`config.mk`:
```
export PLATFORM = sky130hd
export DESIGN_NAME = csoir_regs
export DESIGN_NICKNAME = d
export VERILOG_FILES = /design/src/logic/csoir_pkg.sv /design/src/logic/csoir_alu_flags.sv /design/src/logic/csoir_prescale.sv /design/src/logic/csoir_regs.sv
export SDC_FILE = /design/constraint.sdc
export NUM_CORES = 1
export LEC_CHECK = 0
export BUFFER_PORTS_ARGS = -buffer_cell sky130_fd_sc_hd__buf_4
export CORE_MARGIN = 2
export CORE_UTILIZATION = 30
export CTS_CLUSTER_SIZE = 20
export DETAILED_ROUTE_END_ITERATION = 10
export SYNTH_ARGS = -nofsm -noshare
export SYNTH_HDL_FRONTEND = slang
export SYNTH_SLANG_ARGS = --single-unit
```
`constraint.sdc`:
```
create_clock -name core_clk_i -period 1.7 [get_ports core_clk_i]
set_input_delay 0.34 -clock core_clk_i [delete_from_list [all_inputs] [get_ports core_clk_i]]
set_output_delay 0.34 -clock core_clk_i [all_outputs]
set_load 0.005 [all_outputs]
```
`src/logic/csoir_pkg.sv`:
```
/*
  Constants, field layouts and carrier types shared by the core status,
  option and interrupt-control register bank.
  Assumes a single 200 MHz core clock and an instruction core that issues
  register accesses and flag updates as one-cycle strobes.
*/
// Behaviour
// - Bits 6:5 pick the direct-addressing bank; each bank is 128 bytes.
// - Timeout flag reads 1 after power-up, kick or sleep; 0 on watchdog timeout.
// - Power-down flag is 1 at power-up or kick, 0 on sleep.
// - Zero flag follows whether the operation result equals zero.
// - Digit carry is carry out of bit 3; borrow sense on subtract.
// - Carry is carry out of bit 7; subtract adds two's complement.
// - Rotates load carry with the bit shifted out of the source.
// - Option bit 7 high disables the port B weak pull-ups.
// - Option bit 6 picks external interrupt edge: 1 rising, 0 falling.
// - Option bit 5 picks timer clock source; bit 4 picks counted edge.
// - Option bit 3 gives the shared prescaler to watchdog (1) or timer (0).
// - Prescale ratio field divides by powers of two, per assignment.
// - All option bits read and write, and reset to 1.
// - Interrupt control holds three enables, two more enables, three flags in order.
// - Comparator enable and flag live outside, gated by peripheral enable.
// - Flags set on their condition regardless of any enable.
// - Interrupt control bits 7..1 reset to 0; bit 0 unknown; all read/write. The code resets bit 0 to 0 as well.
// - Writes of status as destination do not touch zero, digit carry, carry; logic ops still write digit carry and carry, rotates zero and digit carry.
// - Timeout and power-down flags ignore instruction writes.
package csoir_pkg;

    // ------------------------------------------------------------------
    // Register addresses and layout
    // ------------------------------------------------------------------
    localparam logic [8:0] CSOIR_ADDR_FLAGS_BANK = 9'h0_03;
    localparam logic [8:0] CSOIR_ADDR_IRQ_CTRL = 9'h0_0b;
    localparam logic [8:0] CSOIR_ADDR_OPTION = 9'h0_81;
    localparam logic [8:0] CSOIR_BANK_SPAN = 9'h0_80;
    localparam logic [6:0] CSOIR_BANK_MASK = 7'h7f;

    localparam int CSOIR_BIT_BANK_HI = 6;
    localparam int CSOIR_BIT_BANK_LO = 5;
    localparam int CSOIR_BIT_WDT_N = 4;
    localparam int CSOIR_BIT_SLEEP_N = 3;
    localparam int CSOIR_BIT_ZERO = 2;
    localparam int CSOIR_BIT_NIBBLE = 1;
    localparam int CSOIR_BIT_CARRY = 0;

    localparam logic [7:0] CSOIR_OPTION_RESET = 8'hff;
    localparam logic [7:0] CSOIR_IRQ_RESET = 8'h00;
    localparam logic [1:0] CSOIR_BANK_RESET = 2'h0;
    localparam logic [3:0] CSOIR_NIBBLE_MAX = 4'hf;

    // ------------------------------------------------------------------
    // ALU operations and carriers
    // ------------------------------------------------------------------
    typedef enum logic [2:0] {
        CSOIR_OP_NONE,
        CSOIR_OP_ADD,
        CSOIR_OP_SUB,
        CSOIR_OP_LOGIC,
        CSOIR_OP_ROT_L,
        CSOIR_OP_ROT_R
    } csoir_op_t;

    typedef struct packed {
        csoir_op_t op;
        logic [7:0] a;
        logic [7:0] b;
        logic [7:0] logic_res;
    } csoir_alu_req_t;

    typedef struct packed {
        logic [7:0] result;
        logic zero;
        logic nibble;
        logic carry;
        logic upd_zero;
        logic upd_carry;
    } csoir_alu_res_t;

    typedef struct packed {
        logic weak_pullup_off;
        logic ext_irq_edge_pol;
        logic tick_source_sel;
        logic tick_edge_sel;
        logic prescale_assign;
        logic [2:0] prescale_ratio;
    } csoir_option_t;

    typedef struct packed {
        logic global_irq_enable;
        logic periph_irq_enable;
        logic tick_ovf_irq_enable;
        logic ext_pin_irq_enable;
        logic port_change_irq_enable;
        logic tick_ovf_flag;
        logic ext_pin_flag;
        logic port_change_flag;
    } csoir_irq_t;

endpackage

```
`src/logic/csoir_alu_flags.sv`:
```
/*
  Combinational flag generator: result and zero, nibble carry and carry.
  Assumes operands are stable in the cycle the core presents them.
*/
`timescale 1ns/1ps
module csoir_alu_flags
    import csoir_pkg::*;
(
    input wire csoir_alu_req_t req_i,
    output csoir_alu_res_t res_o
);

    // ------------------------------------------------------------------
    // Flag arithmetic
    // ------------------------------------------------------------------
    // Subtraction adds the two's complement, so carry means no borrow.
    always_comb begin
        logic [8:0] sum;
        logic [4:0] nib;
        logic [7:0] b_eff;
        logic cin;
        sum = 9'h0_00;
        nib = 5'h00;
        b_eff = req_i.b;
        cin = 1'b0;
        res_o = '0;
        if (req_i.op == CSOIR_OP_SUB) begin
            b_eff = ~req_i.b;
            cin = 1'b1;
        end
        sum = {1'b0, req_i.a} + {1'b0, b_eff} + {8'h00, cin};
        nib = {1'b0, req_i.a[3:0]} + {1'b0, b_eff[3:0]} + {4'h0, cin};
        unique case (req_i.op)
            CSOIR_OP_ADD, CSOIR_OP_SUB: begin
                res_o.result = sum[7:0];
                res_o.carry = sum[8];
                res_o.nibble = nib[4];
                res_o.upd_carry = 1'b1;
                res_o.upd_zero = 1'b1;
            end
            CSOIR_OP_LOGIC: begin
                res_o.result = req_i.logic_res;
                res_o.upd_zero = 1'b1;
            end
            CSOIR_OP_ROT_L: begin
                res_o.result = {req_i.a[6:0], req_i.b[0]};
                res_o.carry = req_i.a[7];
            end
            CSOIR_OP_ROT_R: begin
                res_o.result = {req_i.b[0], req_i.a[7:1]};
                res_o.carry = req_i.a[0];
            end
            default: begin
                res_o.result = req_i.logic_res;
            end
        endcase
        res_o.zero = (res_o.result == 8'h00);
    end

endmodule

```
`src/logic/csoir_prescale.sv`:
```
/*
  Decodes the prescale ratio into a divide count for timer or watchdog.
  Assumes the downstream counter treats the count as a terminal value.
*/
`timescale 1ns/1ps
module csoir_prescale
    import csoir_pkg::*;
(
    input wire csoir_option_t opt_i,
    output logic [8:0] tick_div_o,
    output logic [8:0] wdt_div_o
);

    // ------------------------------------------------------------------
    // Ratio decode
    // ------------------------------------------------------------------
    // Only one side holds the prescaler; the other runs 1:1.
    always_comb begin
        tick_div_o = 9'h0_01;
        wdt_div_o = 9'h0_01;
        if (opt_i.prescale_assign) begin
            wdt_div_o = 9'h0_01 << opt_i.prescale_ratio;
        end else begin
            tick_div_o = 9'h0_02 << opt_i.prescale_ratio;
        end
    end

endmodule

```
`src/logic/csoir_regs.sv`:
```
/*
  Core status, option and interrupt-control register bank.
  Assumes the instruction core presents one register access per cycle
  and drives the flag-update and event strobes as one-cycle pulses.
*/
`timescale 1ns/1ps
module csoir_regs
    import csoir_pkg::*;
(
    input wire logic core_clk_i,
    input wire logic rst_i,
    input wire logic por_i,
    input wire logic [8:0] addr_i,
    input wire logic wr_i,
    input wire logic [7:0] wdata_i,
    input wire csoir_alu_req_t alu_i,
    input wire logic alu_dest_status_i,
    input wire logic kick_watchdog_instr_i,
    input wire logic sleep_instr_i,
    input wire logic wdt_timeout_i,
    input wire logic tick_ovf_evt_i,
    input wire logic ext_pin_evt_i,
    input wire logic port_change_evt_i,
    input wire logic periph_pending_i,
    output logic [7:0] rdata_o,
    output logic [7:0] alu_result_o,
    output logic [1:0] bank_sel_o,
    output logic weak_pullup_off_o,
    output logic ext_irq_edge_pol_o,
    output logic tick_source_sel_o,
    output logic tick_edge_sel_o,
    output logic [8:0] tick_div_o,
    output logic [8:0] wdt_div_o,
    output logic periph_irq_enable_o,
    output logic irq_req_o
);

    // ------------------------------------------------------------------
    // State
    // ------------------------------------------------------------------
    logic [1:0] bank_q, bank_d;
    logic wdt_n_q, wdt_n_d;
    logic sleep_n_q, sleep_n_d;
    logic zero_q, zero_d;
    logic nib_q, nib_d;
    logic carry_q, carry_d;
    csoir_option_t opt_q, opt_d;
    csoir_irq_t irq_q, irq_d;
    logic [7:0] rdata_q, rdata_d;
    logic [7:0] res_q;
    logic [8:0] tdiv_q, wdiv_q;
    logic irq_req_q, irq_req_d;
    csoir_alu_res_t alu_res;
    logic [8:0] tdiv, wdiv;
    logic hit_status, hit_irq, hit_opt;

    csoir_alu_flags u_alu (
        .req_i(alu_i),
        .res_o(alu_res)
    );

    csoir_prescale u_pre (
        .opt_i(opt_q),
        .tick_div_o(tdiv),
        .wdt_div_o(wdiv)
    );

    // ------------------------------------------------------------------
    // Address decode
    // ------------------------------------------------------------------
    // Status and interrupt control answer in all four banks.
    assign hit_status = (addr_i[6:0] == CSOIR_ADDR_FLAGS_BANK[6:0]);
    assign hit_irq = (addr_i[6:0] == CSOIR_ADDR_IRQ_CTRL[6:0]);
    assign hit_opt = (addr_i == CSOIR_ADDR_OPTION);

    // ------------------------------------------------------------------
    // Status register next state
    // ------------------------------------------------------------------
    always_comb begin
        bank_d = bank_q;
        wdt_n_d = wdt_n_q;
        sleep_n_d = sleep_n_q;
        zero_d = zero_q;
        nib_d = nib_q;
        carry_d = carry_q;
        if (wr_i && hit_status) begin
            bank_d = wdata_i[CSOIR_BIT_BANK_HI:CSOIR_BIT_BANK_LO];
            // Flags only take the written value when no ALU update collides.
            if (!(alu_dest_status_i && alu_res.upd_zero)) begin
                zero_d = wdata_i[CSOIR_BIT_ZERO];
            end
            if (!(alu_dest_status_i && alu_res.upd_carry)) begin
                nib_d = wdata_i[CSOIR_BIT_NIBBLE];
                carry_d = wdata_i[CSOIR_BIT_CARRY];
            end
        end
        if (alu_res.upd_zero) begin
            zero_d = alu_res.zero;
        end
        if (alu_res.upd_carry) begin
            nib_d = alu_res.nibble;
        end
        if (alu_res.upd_carry || alu_i.op == CSOIR_OP_ROT_L || alu_i.op == CSOIR_OP_ROT_R) begin
            carry_d = alu_res.carry;
        end
        // Timeout and power-down bits ignore writes entirely.
        if (kick_watchdog_instr_i) begin
            wdt_n_d = 1'b1;
            sleep_n_d = 1'b1;
        end else if (sleep_instr_i) begin
            wdt_n_d = 1'b1;
            sleep_n_d = 1'b0;
        end
        if (wdt_timeout_i) begin
            wdt_n_d = 1'b0;
        end
        if (por_i) begin
            wdt_n_d = 1'b1;
            sleep_n_d = 1'b1;
        end
    end

    // ------------------------------------------------------------------
    // Option and interrupt control next state
    // ------------------------------------------------------------------
    always_comb begin
        opt_d = opt_q;
        irq_d = irq_q;
        if (wr_i && hit_opt) begin
            opt_d = csoir_option_t'(wdata_i);
        end
        if (wr_i && hit_irq) begin
            irq_d = csoir_irq_t'(wdata_i);
        end
        // Events win over a clearing write in the same cycle.
        if (tick_ovf_evt_i) begin
            irq_d.tick_ovf_flag = 1'b1;
        end
        if (ext_pin_evt_i) begin
            irq_d.ext_pin_flag = 1'b1;
        end
        if (port_change_evt_i) begin
            irq_d.port_change_flag = 1'b1;
        end
    end

    // ------------------------------------------------------------------
    // Read data and request
    // ------------------------------------------------------------------
    // Reserved bit 7 of status reads zero; the upper bank bit is kept as written.
    always_comb begin
        rdata_d = 8'h00;
        if (hit_status) begin
            rdata_d = {1'b0, bank_d, wdt_n_d, sleep_n_d, zero_d, nib_d, carry_d};
        end else if (hit_irq) begin
            rdata_d = irq_d;
        end else if (hit_opt) begin
            rdata_d = opt_d;
        end
        irq_req_d = irq_d.global_irq_enable &&
            ((irq_d.tick_ovf_irq_enable && irq_d.tick_ovf_flag) ||
             (irq_d.ext_pin_irq_enable && irq_d.ext_pin_flag) ||
             (irq_d.port_change_irq_enable && irq_d.port_change_flag) ||
             (irq_d.periph_irq_enable && periph_pending_i));
    end

    // ------------------------------------------------------------------
    // Registers
    // ------------------------------------------------------------------
    // The port-change flag is unknown at power-on; it resets to zero here.
    always_ff @(posedge core_clk_i or posedge rst_i) begin
        if (rst_i) begin
            bank_q <= CSOIR_BANK_RESET;
            wdt_n_q <= 1'b1;
            sleep_n_q <= 1'b1;
            zero_q <= 1'b0;
            nib_q <= 1'b0;
            carry_q <= 1'b0;
            opt_q <= CSOIR_OPTION_RESET;
            irq_q <= CSOIR_IRQ_RESET;
            rdata_q <= 8'h00;
            res_q <= 8'h00;
            tdiv_q <= 9'h001;
            wdiv_q <= 9'h0_80;
            irq_req_q <= 1'b0;
        end else begin
            bank_q <= bank_d;
            wdt_n_q <= wdt_n_d;
            sleep_n_q <= sleep_n_d;
            zero_q <= zero_d;
            nib_q <= nib_d;
            carry_q <= carry_d;
            opt_q <= opt_d;
            irq_q <= irq_d;
            rdata_q <= rdata_d;
            res_q <= alu_res.result;
            tdiv_q <= tdiv;
            wdiv_q <= wdiv;
            irq_req_q <= irq_req_d;
        end
    end

    assign rdata_o = rdata_q;
    assign alu_result_o = res_q;
    assign bank_sel_o = bank_q;
    assign weak_pullup_off_o = opt_q.weak_pullup_off;
    assign ext_irq_edge_pol_o = opt_q.ext_irq_edge_pol;
    assign tick_source_sel_o = opt_q.tick_source_sel;
    assign tick_edge_sel_o = opt_q.tick_edge_sel;
    assign tick_div_o = tdiv_q;
    assign wdt_div_o = wdiv_q;
    assign periph_irq_enable_o = irq_q.periph_irq_enable;
    assign irq_req_o = irq_req_q;

    // ------------------------------------------------------------------
    // Checks
    // ------------------------------------------------------------------
    property p_flag_sticky;
        @(posedge core_clk_i) disable iff (rst_i)
        (irq_q.tick_ovf_flag && !(wr_i && hit_irq)) |=> irq_q.tick_ovf_flag;
    endproperty
    a_flag_sticky: assert property (p_flag_sticky) else $error("flag lost");

    property p_evt_sets;
        @(posedge core_clk_i) disable iff (rst_i)
        ext_pin_evt_i |=> irq_q.ext_pin_flag;
    endproperty
    a_evt_sets: assert property (p_evt_sets) else $error("event missed");

    property p_sleep_clears;
        @(posedge core_clk_i) disable iff (rst_i)
        (sleep_instr_i && !kick_watchdog_instr_i && !por_i) |=> !sleep_n_q;
    endproperty
    a_sleep_clears: assert property (p_sleep_clears) else $error("sleep flag");

    property p_wdt_clears;
        @(posedge core_clk_i) disable iff (rst_i)
        (wdt_timeout_i && !por_i) |=> !wdt_n_q;
    endproperty
    a_wdt_clears: assert property (p_wdt_clears) else $error("timeout flag");

    property p_no_write_to;
        @(posedge core_clk_i) disable iff (rst_i)
        (!kick_watchdog_instr_i && !sleep_instr_i && !wdt_timeout_i && !por_i)
            |=> $stable(wdt_n_q) && $stable(sleep_n_q);
    endproperty
    a_no_write_to: assert property (p_no_write_to) else $error("status written");

    property p_irq_req;
        @(posedge core_clk_i) disable iff (rst_i)
        (irq_q.global_irq_enable && irq_q.ext_pin_irq_enable && irq_q.ext_pin_flag) |-> irq_req_o;
    endproperty
    a_irq_req: assert property (p_irq_req) else $error("no request");

    property p_no_gie;
        @(posedge core_clk_i) disable iff (rst_i)
        !irq_q.global_irq_enable |-> !irq_req_o;
    endproperty
    a_no_gie: assert property (p_no_gie) else $error("request without enable");

    property p_opt_write;
        @(posedge core_clk_i) disable iff (rst_i)
        (wr_i && hit_opt) |=> (opt_q == $past(wdata_i));
    endproperty
    a_opt_write: assert property (p_opt_write) else $error("option write");

    property p_carry_add;
        @(posedge core_clk_i) disable iff (rst_i)
        (alu_i.op == CSOIR_OP_ADD) |=>
            carry_q == ((9'($past(alu_i.a)) + 9'($past(alu_i.b))) > 9'h0_ff);
    endproperty
    a_carry_add: assert property (p_carry_add) else $error("carry wrong");

endmodule

```
Word-level counts from Yosys, hierarchy flattened
Index checks and enable logic that the tools add are counted.
Widths: inputs -> output; s select.
{ "totals": {"register_bits": 58, "input_bits": 56, "output_inout_bits": 42} }
{ "classes": {"add_sub_neg": 4, "n_eq_ne": 8, "shifts": 2, "mux": 34, "n_bitwise": 1, "reduce_logical": 18} }
{ "op_table": {"columns": ["cell", "count"], "rows": [
  ["$mux 8", 6],
  ["$pmux 8 s3", 1],
  ["$mux 1", 23],
  ["$mux 9", 2],
  ["$logic_and 1x1->1", 10],
  ["$add 8x8->9", 1],
  ["$add 9x1->9", 1],
  ["$eq 9x8->1 const B", 1],
  ["$shl 1x3->9 const A", 1],
  ["$shl 2x3->9 const A", 1],
  ["$logic_not 8->1", 1],
  ["$not 8->8", 1],
  ["$eq 7x2->1 const B", 1],
  ["$eq 7x4->1 const B", 1],
  ["$eq 3x2->1 const B", 2],
  ["$eq 3x3->1 const B", 2],
  ["$add 4x4->5", 1],
  ["$add 5x1->5", 1],
  ["$logic_or 1x1->1", 5],
  ["$eq 3x1->1 const B", 1],
  ["$pmux 1 s3", 1],
  ["$reduce_or 3->1", 1],
  ["$mux 2", 1],
  ["$reduce_or 2->1", 1]
]} }

Logic depth before layout (Yosys ltp)
{ "logic_depth": {"depth_word": 9, "ltp_mapped": 11} }

Cells and area by module
A second synthesis with hierarchy kept.
{ "unflattened": {"hier_cells": 321, "hier_area_um2": 3458.3} }
{ "by_module_without_submodules": {"columns": ["module", "instances", "cells_per_inst", "area_per_inst_um2"], "rows": [
  ["csoir_regs", 1, 177, 2299.7],
  ["csoir_alu_flags", 1, 121, 874.6],
  ["csoir_prescale", 1, 23, 284.0]
]} }

Worst setup path before layout
No wires, ideal clock.
{ "synth_path": {"path_type": "input port to flip-flop", "from": "input port alu_i[24] in the netlist's numbering", "to": "register rdata_q[2], in the netlist rdata_o[2]", "setup_ns": 0.092, "arrival_time_ns": 3.102, "t_required_ns": 1.608, "slack_ns": -1.494, "path_stages": 11, "n_path_buf": 2, "cell_sequence": "buf_4 > or3b_1 > buf_6 > xnor2_1 > fa_1 > a21o_1 > a21oi_1 > xnor2_1 > a2111oi_0 > nand4b_4 > o31ai_2"} }
{ "synth_between": {"elab_chain_cells": 8, "elab_cells_between_ends": 19, "cone_classes": "2 x add/sub; 5 x eq/ne; 8 x mux; 4 x reduce/logical"} }
{ "synth_rtl": {"columns": ["element", "line_no", "text"], "rows": [
  ["start: declaration", "csoir_regs.sv:16", "input wire csoir_alu_req_t alu_i,"],
  ["$eq 3x2->1 (tied with other cells)", "csoir_alu_flags.sv:27, csoir_alu_flags.sv:33", null],
  ["$mux 8 or $reduce_or 3->1 (tied branches)", null, null],
  ["$add 8x8->9 or $mux 1 (tied branches)", "csoir_alu_flags.sv:31, csoir_alu_flags.sv:33", null],
  ["$add 9x1->9 or $logic_and 1x1->1 (tied branches)", "csoir_alu_flags.sv:31, csoir_regs.sv:89", null],
  ["$pmux 8 s3 or $mux 1 (tied branches)", "csoir_alu_flags.sv:33, csoir_regs.sv:89", null],
  ["$logic_not 8->1 or $mux 1 (tied branches)", "csoir_alu_flags.sv:57, csoir_regs.sv:86", null],
  ["$mux 1 *", "csoir_regs.sv:97", "if (alu_res.upd_zero) begin"],
  ["$mux 8 *", "csoir_regs.sv:153", "if (hit_status) begin"],
  ["via rdata_d[2]", "csoir_regs.sv:49", "logic [7:0] rdata_q, rdata_d;"],
  ["end signal: assignment", "csoir_regs.sv:195", "rdata_q <= rdata_d;"],
  ["end: declaration", "csoir_regs.sv:49", null]
]} }
The timed path passes the listed nets; every way through them passes the cells marked *.

==> metrics <==
status=complete, but fails checks; failing checks=negative setup slack; adder-cell area share of the yosys netlist=4.27%; Hold Worst Slack=a little over 0.06 ns; Synth Area in Compound Gates=approximately 17%; fin. max-slew vios=0; htree depth=3; Area Overhead vs Synth=56.5%; Clock Sinks=between 50 and 60; internal power component=approximately 0.0029 W; Placed Area=between 4000 and 5000 um^2; CTS Buf Count=9; DP Wirelength=roughly 6.7 mm; sw frac=25.3%; highest clock rate=~390 MHz; Die Y=106 um; largest family of logic cells by synthesized area=compound AO/OA/AOI/OAI gates; synth unique cells=60; CP top delay family=compound AO/OA/AOI/OAI gates; vias in the first global route=between 2000 and 3000; fraction of the mapped netlist area in simple logic gates=between 10% and 20%; Mean Syn Cell Area=around 11 um^2; Arrival @ worst endpoint=around 2.8 ns; Yosys Warn Count=0; crit path cell chain=buf_6, or3b_4, buf_2, xnor2_1, ha_1, inv_1, o2111a_1, a2111o_1, a211o_1, nand4b_4, o31ai_2; ys async rst share=100%; reg2reg setup slack=about 0.38 ns; CP peak stage delay=~0.40 ns; combinational power share=24.7%; CP Data Required Time=1.94 ns; Post-synth EDFFs=0; clock tree root buffer cell=clkbuf_8; Std-Cell Rows=37; sequential fraction of the synthesis area=between 40% and 50%; largest net degree at the start of global routing=between 50 and 60; Clock power frac=between 30% and 40%; synth cell count leaders=dfrtp_1 (45), nor2_1 (18), nand2_1 (17); layout cells sized above 1=approximately 50%; first-pass GRT wire length=approximately 14 mm; MaxCap Viol Count=0; Synth area leaders=dfrtp_1 (36%), dfstp_2 (10%), mux2_1 (4.7%); instance count on the critical path=11; Skew-Pair Late Insertion Delay=roughly 0.33 ns; GR Util All Layers=between 10% and 20%; PortBufs=96; Fin. Hold Viols=0; Antenna diodes=0; design area=between 4000 and 5000 um^2; XOR/XNOR Fraction of Synth Area=~4.8%; Routed WL per cell=between 10 and 15 um; chip width=roughly 110 um; initial antenna violation count=0; DRC errors left=0; Crit-path slowest cell=or3b_4; Cell Pwr Density=~800 nW/um^2; CTS tree=yes; share of the synthesized area in the top cell type=approximately 36%; final design utilization=between 40% and 50%; RSZ-0062 raised after global routing=yes; Period minus WS final=2.54 ns; reg2reg end=rdata_o[2]; buffers plus inverters on the worst setup path=3; cell with the most instances after synthesis=dfrtp_1; ys flop type=dfrtp_1; Worst-path clk slew=approximately 0.070 ns; Post-layout nets=approximately 500; CP endpoint kind=flop; P_sw=0.000987 W; router iterations before antenna repair=4; Via density=roughly 4.8; vias=approximately 2800; clk_skew=0.00731 ns; initial cell density of the core=~30%; period utilization=149%; Initial DRC Count=51; Yosys reg bits=57; Clock Path Buffers=2; CP Launch Type=input pin; total gr overflow=0; IO Pins=98; R2R cell count=4; Peak VDD IR=0.000343 V; Cells after Synth=about 290; GPL Wtd Cong=~0.8; multiplexer area fraction after synthesis=10.1%; Max FO, Critical Path=4; final setup vio count=13; leakage=~2.4 nW; crit path kind=input pin to flop; core area=10200 um^2; Die ar.=about 11000 um^2; reg2reg start=irq_q[2]; synthesized area=between 3000 and 4000 um^2; Fillers=slightly below 1000; Setup WS post-layout=-0.836 ns; Setup Total Neg Slack=-6.53 ns; post-synthesis net count=around 350; Yosys top cell by area=dfrtp_1; ANT nets after route=0; Post-Route WL=8.53 mm; Flop pwr share=37.7%; Hold/Removal Path Class=input pin to asynchronous set/reset pin
-- per-stage QoR --
stage | setup slack (ns) | instances | total power (W)
after floorplan | -1.09 | 287 | 0.00193
after global placement | -1.21 | 559 | 0.00236
after detailed placement | -1.25 | 559 | 0.00237
after CTS | -0.813 | 577 | 0.00390
after global routing | -0.913 | 578 | 0.00408
final | -0.836 | 578 | 0.00390
-- placed cells by master (no fill, tap or decap), types with 7 or more instances in the layout --
master    Yosys  final
nor2_1       18     18
clkbuf_8      0     12
dfstp_2      12     12
a21oi_1      11      8
mux2i_1      11     11
nand2_1      17     15
buf_4         3    149
xnor2_1      13      7
nor3_1        9      9
inv_1         9      8
dfrtp_1      45     45
mux2_1       13     13
-- flip-flops by register name, summed over array words and instances (netlist names), 2 cells and up --
signal	flops
tick_div_o	9
alu_result_o	8
rdata_o	8
wdt_div_o	8
irq_q	7
opt_q	4
bank_sel_o	2
-- metal layers --
layer | part of all wire, % | global-route usage, %
met5 | 0 | 0
met4 | 1.7 | 5.83
met3 | 4.9 | 2.41
met2 | 48 | 25.3
met1 | 45 | 20.8
-- worst max-delay path by stage --
stage,startpoint,end
detailed placement,alu_i[24],rdata_o[0]
finish,alu_i[24],rdata_o[2]
CTS,alu_i[24],rdata_o[2]
global route,alu_i[24],rdata_o[0]
global placement,alu_i[24],rdata_o[0]
floorplan,alu_i[24],rdata_o[2]
-- power by group through the flow --
stage	logic [W]	registers, W	clock network (W)
after floorplan	0.000443	0.00148	0
after global placement	0.000871	0.00149	0
after detailed placement	0.000875	0.00149	0
after CTS	0.000936	0.00147	0.00149
after global routing	0.00105	0.00148	0.00156
final	0.000965	0.00147	0.00147
-- final cells by class --
type	count	area [um^2]	share of cell area (%)
clock inverter	2	60.1	1.23
inverter	9	37.5	0.772
tap	136	170	3.50
clock buffer	14	173	3.55
multi-input combinational	205	1790	36.8
sequential	57	1440	29.6
timing repair buffer	155	1190	24.5
-- worst reg2reg max path: cells and delay by family, from the launching register on --
| kind | cells | cell delay [ns] |
|---|---|---|
| buf+inv | 1 | 0.08 |
| flops | 1 | 0.38 |
| compound gates | 3 | 0.74 |
-- what timing repair did --
item                                    CTS  global route
endpoints found under the setup margin   13            14
gates resized for setup                  17            11
endpoints found under the hold margin     0             0
setup buffers                             2             1
cloned                                    1             0
hold buffers                              0             0
pin swaps                                11             6
-- cells by family (layout without fill, tap and decap cells) --
| logic type | count (synthesis) | after routing |
|---|---|---|
| AO/OA/AOI/OAI | 71 | 71 |
| XOR/XNOR | 17 | 17 |
| adder cells (fa/ha/maj) | 10 | 10 |
| buffers and inverters | 25 | 180 |
| flip-flops | 57 | 57 |
| multiplexers | 29 | 29 |
| other | 1 | 1 |
| AND/OR/NAND/NOR | 77 | 77 |
Power figures use the tool's default switching activity.
